===== src/include/port_power_params.svh =====
// constants for the port power and supply control block
`ifndef PORT_POWER_PARAMS_SVH
`define PORT_POWER_PARAMS_SVH
`define DRAIN_TIME_US 10
`define CLK_MHZ 100
`define DRAIN_CYCLES (`DRAIN_TIME_US * `CLK_MHZ)
`define DRAIN_CNT_W 16
`define FAULT_P1_CC1 0
`define FAULT_P1_CC2 1
`define FAULT_P2_CC1 2
`define FAULT_P2_CC2 3
`define FAULT_P4_OC 4
`define FAULT_W 5
`endif


===== src/include/port_power_pkg.sv =====
// types for the port power and supply control block
package port_power_pkg;
	typedef struct packed {
		logic cc1_on;
		logic cc2_on;
		logic drain_req;
	} cc_port_ctrl_t;
	typedef struct packed {
		logic cc1_above_3v0;
		logic cc2_above_3v0;
	} cc_port_sense_t;
	typedef struct packed {
		logic cc1_supply_en;
		logic cc2_supply_en;
		logic vbus_drain_en;
	} cc_port_pins_t;
	typedef enum logic [1:0] {
		DRAIN_IDLE = 2'b01,
		DRAIN_BUSY = 2'b10
	} drain_state_t;
endpackage : port_power_pkg


===== src/design/port_power_vconn_control.sv =====
// port power, vconn supply, vbus drain and overcurrent control
`timescale 1ns/1ps
`include "port_power_params.svh"
module port_power_vconn_control import port_power_pkg::*; #(
	parameter int DRAIN_CYCLES = `DRAIN_CYCLES
) (
	input wire logic clock,
	input wire logic reset_n,
	input wire cc_port_ctrl_t p1_ctrl,
	input wire cc_port_ctrl_t p2_ctrl,
	input wire cc_port_sense_t p1_sense,
	input wire cc_port_sense_t p2_sense,
	input wire logic p4_port_enable,
	input wire logic [`FAULT_W-1:0] fault_clear,
	output logic p1_cc1_supply_en,
	output logic p1_cc2_supply_en,
	output logic p1_vbus_drain_en,
	output logic p2_cc1_supply_en,
	output logic p2_cc2_supply_en,
	output logic p2_vbus_drain_en,
	input wire logic p4_power_en_oc_sense_in,
	output logic p4_power_en_oc_sense_out,
	output logic p4_power_en_oc_sense_oe,
	output logic p4_power_en_oc_sense_pu,
	output logic p4_usb2_power_on,
	output logic p4_usb3_power_on,
	output logic [`FAULT_W-1:0] fault_status,
	output logic [`FAULT_W-1:0] fault_live
);
	// a drain longer than the counter can hold would wrap into a short pulse
	localparam bit DRAIN_BAD = DRAIN_CYCLES < 1
		|| DRAIN_CYCLES >= (1 << `DRAIN_CNT_W);
	if (DRAIN_BAD) begin : g_bad_drain
		$error("DRAIN_CYCLES out of range");
	end

	logic rst_meta_ff, rst_sync_ff;
	always_ff @(posedge clock or negedge reset_n) begin
		if (!reset_n) begin
			rst_meta_ff <= 1'b0;
			rst_sync_ff <= 1'b0;
		end else begin
			rst_meta_ff <= 1'b1;
			rst_sync_ff <= rst_meta_ff;
		end
	end
	wire rst_n = rst_sync_ff;

	// sense pins are analog comparator outputs from outside the clock domain
	logic [4:0] sense_meta_ff, sense_ff;
	wire [4:0] sense_raw = {p4_power_en_oc_sense_in,
		p2_sense.cc2_above_3v0, p2_sense.cc1_above_3v0,
		p1_sense.cc2_above_3v0, p1_sense.cc1_above_3v0};
	always_ff @(posedge clock or negedge rst_n) begin
		if (!rst_n) begin
			sense_meta_ff <= 5'h1f;
			sense_ff <= 5'h1f;
		end else begin
			sense_meta_ff <= sense_raw;
			sense_ff <= sense_meta_ff;
		end
	end

	// per port vconn and drain logic for ports 1 and 2
	cc_port_ctrl_t ctrl [2];
	cc_port_pins_t pins [2];
	logic [1:0] drain_busy;
	assign ctrl[0] = p1_ctrl;
	assign ctrl[1] = p2_ctrl;

	genvar g;
	generate
		for (g = 0; g < 2; g++) begin : g_cc
			logic cc1_ff, cc2_ff;
			drain_state_t state_ff, nxt_state;
			logic [`DRAIN_CNT_W-1:0] cnt_ff, nxt_cnt;
			always_ff @(posedge clock or negedge rst_n) begin
				if (!rst_n) begin
					cc1_ff <= 1'b0;
					cc2_ff <= 1'b0;
					state_ff <= DRAIN_IDLE;
					cnt_ff <= '0;
				end else begin
					cc1_ff <= ctrl[g].cc1_on;
					cc2_ff <= ctrl[g].cc2_on;
					state_ff <= nxt_state;
					cnt_ff <= nxt_cnt;
				end
			end
			// drain pulse has fixed length; a stuck request restarts it after one idle cycle
			always_comb begin
				nxt_state = state_ff;
				nxt_cnt = cnt_ff;
				case (state_ff)
					DRAIN_IDLE: begin
						if (ctrl[g].drain_req) begin
							nxt_state = DRAIN_BUSY;
							nxt_cnt = `DRAIN_CNT_W'(DRAIN_CYCLES - 1);
						end
					end
					DRAIN_BUSY: begin
						if (cnt_ff == '0)
							nxt_state = DRAIN_IDLE;
						else
							nxt_cnt = cnt_ff - `DRAIN_CNT_W'(1);
					end
					default: begin
						nxt_state = DRAIN_IDLE;
						nxt_cnt = '0;
					end
				endcase
			end
			assign drain_busy[g] = (state_ff == DRAIN_BUSY);
			assign pins[g] = '{cc1_ff, cc2_ff, drain_busy[g]};
		end
	endgenerate

	assign p1_cc1_supply_en = pins[0].cc1_supply_en;
	assign p1_cc2_supply_en = pins[0].cc2_supply_en;
	assign p1_vbus_drain_en = pins[0].vbus_drain_en;
	assign p2_cc1_supply_en = pins[1].cc1_supply_en;
	assign p2_cc2_supply_en = pins[1].cc2_supply_en;
	assign p2_vbus_drain_en = pins[1].vbus_drain_en;

	// port 4 shared pin
	logic p4_en_ff;
	always_ff @(posedge clock or negedge rst_n) begin
		if (!rst_n)
			p4_en_ff <= 1'b0;
		else
			p4_en_ff <= p4_port_enable;
	end
	assign p4_power_en_oc_sense_oe = !p4_en_ff;
	assign p4_power_en_oc_sense_out = 1'b0;
	assign p4_power_en_oc_sense_pu = p4_en_ff;
	// one pin, one power state for both halves
	assign p4_usb2_power_on = p4_en_ff;
	assign p4_usb3_power_on = p4_en_ff;

	// live faults; sense settles after enable so two stages of lag are expected
	wire oc_live = p4_en_ff && !sense_ff[4];
	assign fault_live[`FAULT_P1_CC1] = pins[0].cc1_supply_en && !sense_ff[0];
	assign fault_live[`FAULT_P1_CC2] = pins[0].cc2_supply_en && !sense_ff[1];
	assign fault_live[`FAULT_P2_CC1] = pins[1].cc1_supply_en && !sense_ff[2];
	assign fault_live[`FAULT_P2_CC2] = pins[1].cc2_supply_en && !sense_ff[3];
	assign fault_live[`FAULT_P4_OC] = oc_live;

	// sticky status: set wins over clear
	logic [`FAULT_W-1:0] status_ff;
	always_ff @(posedge clock or negedge rst_n) begin
		if (!rst_n)
			status_ff <= '0;
		else
			status_ff <= (status_ff & ~fault_clear) | fault_live;
	end
	assign fault_status = status_ff;

	// counts how long the port 2 drain has been on, for the length check
	logic [`DRAIN_CNT_W-1:0] p2_drain_run_ff;
	always_ff @(posedge clock or negedge rst_n) begin
		if (!rst_n)
			p2_drain_run_ff <= '0;
		else if (p2_vbus_drain_en)
			p2_drain_run_ff <= p2_drain_run_ff + `DRAIN_CNT_W'(1);
		else
			p2_drain_run_ff <= '0;
	end
endmodule : port_power_vconn_control


===== config.mk =====
export PLATFORM = sky130hd
export DESIGN_NAME = port_power_vconn_control
export DESIGN_NICKNAME = d
export VERILOG_FILES = /design/src/include/port_power_pkg.sv /design/src/design/port_power_vconn_control.sv
export VERILOG_INCLUDE_DIRS = /design/src /design/src/include
export SDC_FILE = /design/constraint.sdc
export NUM_CORES = 1
export LEC_CHECK = 0
export BUFFER_PORTS_ARGS = -buffer_cell sky130_fd_sc_hd__buf_2
export CORE_ASPECT_RATIO = 0.7
export CORE_MARGIN = 5
export CORE_UTILIZATION = 51
export CTS_CLUSTER_DIAMETER = 50
export CTS_CLUSTER_SIZE = 20
export DETAILED_ROUTE_END_ITERATION = 12
export PLACE_DENSITY = 0.75
export SLEW_MARGIN = 15
export SYNTH_ARGS = -nofsm -noshare
export SYNTH_HDL_FRONTEND = slang
export SYNTH_SLANG_ARGS = --single-unit

===== constraint.sdc =====
create_clock -name clock -period 1.62 [get_ports clock]
set_input_delay 0.162 -clock clock [delete_from_list [all_inputs] [get_ports clock]]
set_output_delay 0.162 -clock clock [all_outputs]
set_load 0.1 [all_outputs]

## After elaboration in Yosys (flattened, before gate mapping)

Index checks and enable logic that the tools add are counted.

| word-level totals | value |
|---|---|
| bits of input ports | 19 |
| register bits after elaboration | 58 |
| output and inout bits | 21 |
| logic and storage cells | 58 |

| operators by class | value |
|---|---|
| $add $sub $neg | 2 |
| multiplexer cells | 12 |
| equal/unequal tests | 10 |
| bitwise logic cells | 3 |
| reductions and logical operators | 17 |

Operator list:

| kind | number |
|---|---|
| $mux W16 | 4 |
| $pmux W16 S2 | 2 |
| $logic_not A16 Y1 | 2 |
| $sub A16 B1 Y16 const B | 2 |
| $mux W2 | 4 |
| $ne A2 B2 Y1 const B | 4 |
| $pmux W2 S2 | 2 |
| $reduce_and A2 Y1 | 4 |
| $logic_not A1 Y1 | 6 |
| $and A5 B5 Y5 | 1 |
| $logic_and A1 B1 Y1 | 5 |
| $not A5 Y5 | 1 |
| $or A5 B5 Y5 | 1 |
| $eq A2 B1 Y1 const B | 2 |
| $eq A2 B2 Y1 const B | 2 |
| $ne A2 B1 Y1 const B | 2 |

## Depth between registers and ports, before layout

| depth | value |
|---|---|
| depth after elaboration | 3 |
| depth in mapped cells | 8 |
| depth with buffers taken out | 7 |

## Least setup slack after synthesis

No wires, ideal clock.

| path | value |
|---|---|
| path kind | register to register |
| start point | register g_cc[1].state_ff[0] |
| end point | register g_cc[1].cnt_ff[14] |
| data arrival time | 2.490 ns |
| setup time | 0.095 ns |
| setup slack | -0.965 ns |
| cell stages (with the launch flop) | 8 |
| path buffers | 1 |
| clock period less this slack | 2.585 ns |
| data required time | 1.525 ns |
| path through | dfstp_2 inv_1 ha_1 clkbuf_1 nand2b_1 or3_1 or2_2 o31ai_1 |

| between the ends | value |
|---|---|
| word-level cells in the longest chain between the ends | 3 |
| elaborated cells between the ends (all ways) | 6 |
| those cells by class | 4 x eq/ne; 1 x mux; 1 x reduce/logical |

RTL lines:

| element | line | text |
|---|---|---|
| from (decl) | port_power_vconn_control.sv:75 | `drain_state_t state_ff, nxt_state;` |
| from (signal assigned) | port_power_vconn_control.sv:86 | `state_ff <= nxt_state;` |
| $eq A2 B2 Y1 (*) | -- |  |
| via p2_vbus_drain_en | port_power_vconn_control.sv:20 | `output logic p2_vbus_drain_en,` |
| $ne A2 B2 Y1 (no source line) | -- |  |
| $reduce_and A2 Y1 (no source line) | -- |  |
| to (signal assigned) | port_power_vconn_control.sv:87 | `cnt_ff <= nxt_cnt;` |
| to (decl) | port_power_vconn_control.sv:76 | `` logic [`DRAIN_CNT_W-1:0] cnt_ff, nxt_cnt; `` |

The timed path passes the listed nets; every way through them passes the cells marked *.
A chain may end at the register's enable or synchronous reset.

## Worst setup path after layout

| path | value |
|---|---|
| start point | register g_cc[1].cnt_ff[11] |
| end point | register g_cc[1].cnt_ff[2] |

| between the ends | value |
|---|---|
| word-level cells in the longest chain between the ends | 3 |

RTL lines:

| element | line | text |
|---|---|---|
| $logic_not A16 Y1 | port_power_vconn_control.sv:102 | `if (cnt_ff == '0)` |
| $ne A2 B2 Y1 (no source line) | -- |  |
| $reduce_and A2 Y1 (no source line) | -- |  |

No other way between the ends.

==> impl_results.md <==
* Outcome: finished, violations left
* Failing checks: setup timing
* CTS tree: yes
* Min Clock Period, post-route at 2250 ps
* Hpwl dp at 5290 µm
* Largest net degree at the start of global routing at 47
* Starting Density at 51.6%
* Average size of a mapped cell at 9.47 µm²
* Ys Warns at 0
* Final hold violations at 0
* Commonest non-fill, non-tap cell in the layout: buf_4
* Worst-path clk slew at 70 ps
* Final #Nets at 462
* Final setup fails at 36
* Syn Nets at 331
* Vias/cell at 5.97
* CP Class: flip-flop to flip-flop
* Tot GR Track Use at 25.1%
* Synth top area cells: dfrtp_1 (40%), dfstp_2 (11%), o21ai_0 (6.9%)
* Number of routed nets with antenna violations at 0
* H-tree depth at 3
* Worst hold-check path type: primary input to flip-flop
* Worst vdd ir at 0.840 mV
* IO Count at 40
* Chip Width at 100 µm
* Share of cells above drive strength 1 at 51.6%
* Area growth from synthesis to layout at 57.6%
* Max-cap violations at 0
* Number of max-slew violations in the final report at 0
* Design area at 4560 µm²
* Synth Register Bits at 58
* Antenna cell count at 0
* Drt total wl at 9370 µm
* Die height at 73.1 µm
* Post-detailed-placement cell area at 3770 µm²
* Clock latency on the worst-skew pair at 340 ps
* Post-route DRC at 0
* CTS Buf Count at 9
* Setup TNS at -13,940 ps
* Library cells used by synthesis at 50
* Clk sinks at 58
* Main synth FF type: dfrtp_1
* Initial DRC Count at 337
* Gr ovfl total at 0
* Pleak at 2.13 nW
* Drt first pass iters at 5
* Crit end category: flip-flop
* Vias in the first global route at 3,032
* Skew final at 9.83 ps
* Total vias in the final route at 3,088
* Root Buffer: clkbuf_8
* Post-synth EDFFs at 0
* Worst setup SP type: flip-flop
* Core Region at 5610 µm²
* Port bufs at 38
* First-pass GRT wire length at 14,200 µm
* Dominant cell type by area after synthesis: dfrtp_1
* Arrival @ worst endpoint at 2520 ps
* Final Non-Filler Cells at 517
* Wire per inst at 18.1 µm
* Asr flop ratio synth at 100%
* Mapped Area at 2900 µm²
* RSZ-0062 raised after global routing: yes
* Achievable Freq at 0.444 GHz
* Most frequent cells in the layout: buf_4 (78), dfrtp_1 (40), buf_2 (36), nor2_1 (30), o21ai_0 (18)
* Row count at 23
* Power Density at 1330 nW/µm²
* Post-synthesis sequential area ratio at 50.6%
* Final setup margin at -634 ps
* Crit Path Max Fanout at 7
* Setup WS pre-CTS at -691 ps
* Final period utilization at 139%
* CP Data Required Time at 1890 ps
* Top cell type's share of synthesized area at 39.7%
* DP Cell Count at 473
* Initial antenna violation count at 0
* Routability cong. at 0.912
* Maximum buffer depth of the clock tree at 2
* Cells after synthesis at 306
* DIE AREA at 7310 µm²
-- routing by layer --
metal  global-route usage [%]  wire length [µm]  share of wire (%)  vias up
met4                     11.4               235                2.5        0
met1                     31.4              3810                 41     1494
li1                         -                 -                  -     1350
met3                     8.21               940                 10       37
met2                     40.1              4380                 47      207
met5                        0                 0                  0        -
-- cells by family (layout without fill, tap and decap cells) --
family,after synthesis,after routing,share of synthesized area [%]
and+or+nand+nor,102,102,19.0
AOI/OAI and AO/OA,100,100,21.5
DFF,58,58,50.6
buffers and inverters,37,173,5.62
adders and majority gates,6,6,2.59
other,2,2,0.259
muxes,1,1,0.389
-- worst paths after layout --
path | start | end | slack, ps | depth (start not counted)
hold reg to reg | rst_n$_DFF_PN0_ | g_cc[1].cnt_ff[1]$_DFFE_PN0P_ | 160 | 0
min in group asynchronous | reset_n | rst_n$_DFF_PN0_ | 150 | 2
hold / removal | fault_clear[0] | fault_status[0]$_DFF_PN0_ | 80 | 3
max in group asynchronous | rst_n$_DFF_PN0_ | sense_meta_ff[2]$_DFF_PN1_ | 850 | 1
setup reg to reg | g_cc[1].cnt_ff[11]$_DFFE_PN0P_ | g_cc[1].cnt_ff[2]$_DFFE_PN0P_ | -630 | 6
setup / recovery | g_cc[1].cnt_ff[11]$_DFFE_PN0P_ | g_cc[1].cnt_ff[2]$_DFFE_PN0P_ | -630 | 6
-- per-stage QoR --
stage          hold slack [ps]  total power [mW]  utilization, %
3_3_place_gp             -52.8              3.73            67.3
2_1_floorplan             -134              3.07               -
3_5_place_dp             -50.9              3.77            67.3
5_1_grt                   93.9              6.32            81.3
6_report                  82.3              6.07            81.3
4_1_cts                   70.0              5.71            78.6
-- worst max-delay path: stages, from the launching register on --
cell and delay, ps:
dfrtp_1 390, or4_4 540, or4_4 550, o31ai_4 310, buf_4 200, o21ai_0 110
o21ai_0 90
-- cells in the mapped netlist, drive strengths merged, types with 2 or more instances --
cell type and instances:
dfrtp 46, o21ai 41, nor2 33, inv 20, a21oi 19, dfstp 12
nand2 12, o31ai 11, clkbuf 10, nor2b 9, nor3 9, a21o 8
buf 7, nand2b 7, or3 7, ha 6, a31oi 5, or4 5
nor4 4, or2 4, o21a 3, o41ai 3, and3 2, conb 2
nand3 2, nand4 2
-- what timing repair did --
item	in CTS	in global routing
gates cloned	1	0
pin swaps	10	20
hold endpoints to repair	13	0
hold buffers	12	0
setup buffers	11	5
resized for setup	48	35
endpoints found under the setup margin	38	38
-- state kept, by name (all words and copies together), names as in the netlist --
name and cells:
p2_cc1_supply_en 1, p1_cc2_supply_en 1, g_cc.state_ff 4, rst_meta_ff 1, rst_n 1, p2_cc2_supply_en 1
sense_ff 5, fault_status 5, sense_meta_ff 5, p4_power_en_oc_sense_pu 1, p1_cc1_supply_en 1, g_cc.cnt_ff 32
-- where the power goes --
| group | internal [mW] | leakage (nW) | switching (mW) |
|---|---|---|---|
| Combinational | 1.25 | 1.34 | 1.55 |
| Clock | 0.910 | 0.109 | 0.618 |
| Sequential | 1.62 | 0.687 | 0.118 |
| Total | 3.78 | 2.13 | 2.29 |
-- cell type report --
cell class / instances / area [µm²]
clock buffer: 10 / 138
clock inverter: 6 / 88.8
timing repair buffer: 137 / 1050
tap: 75 / 93.8
sequential: 58 / 1470
inverter: 20 / 78.8
fill: 306 / 1050
multi-input combinational: 211 / 1640
Power figures use the tool's default switching activity.
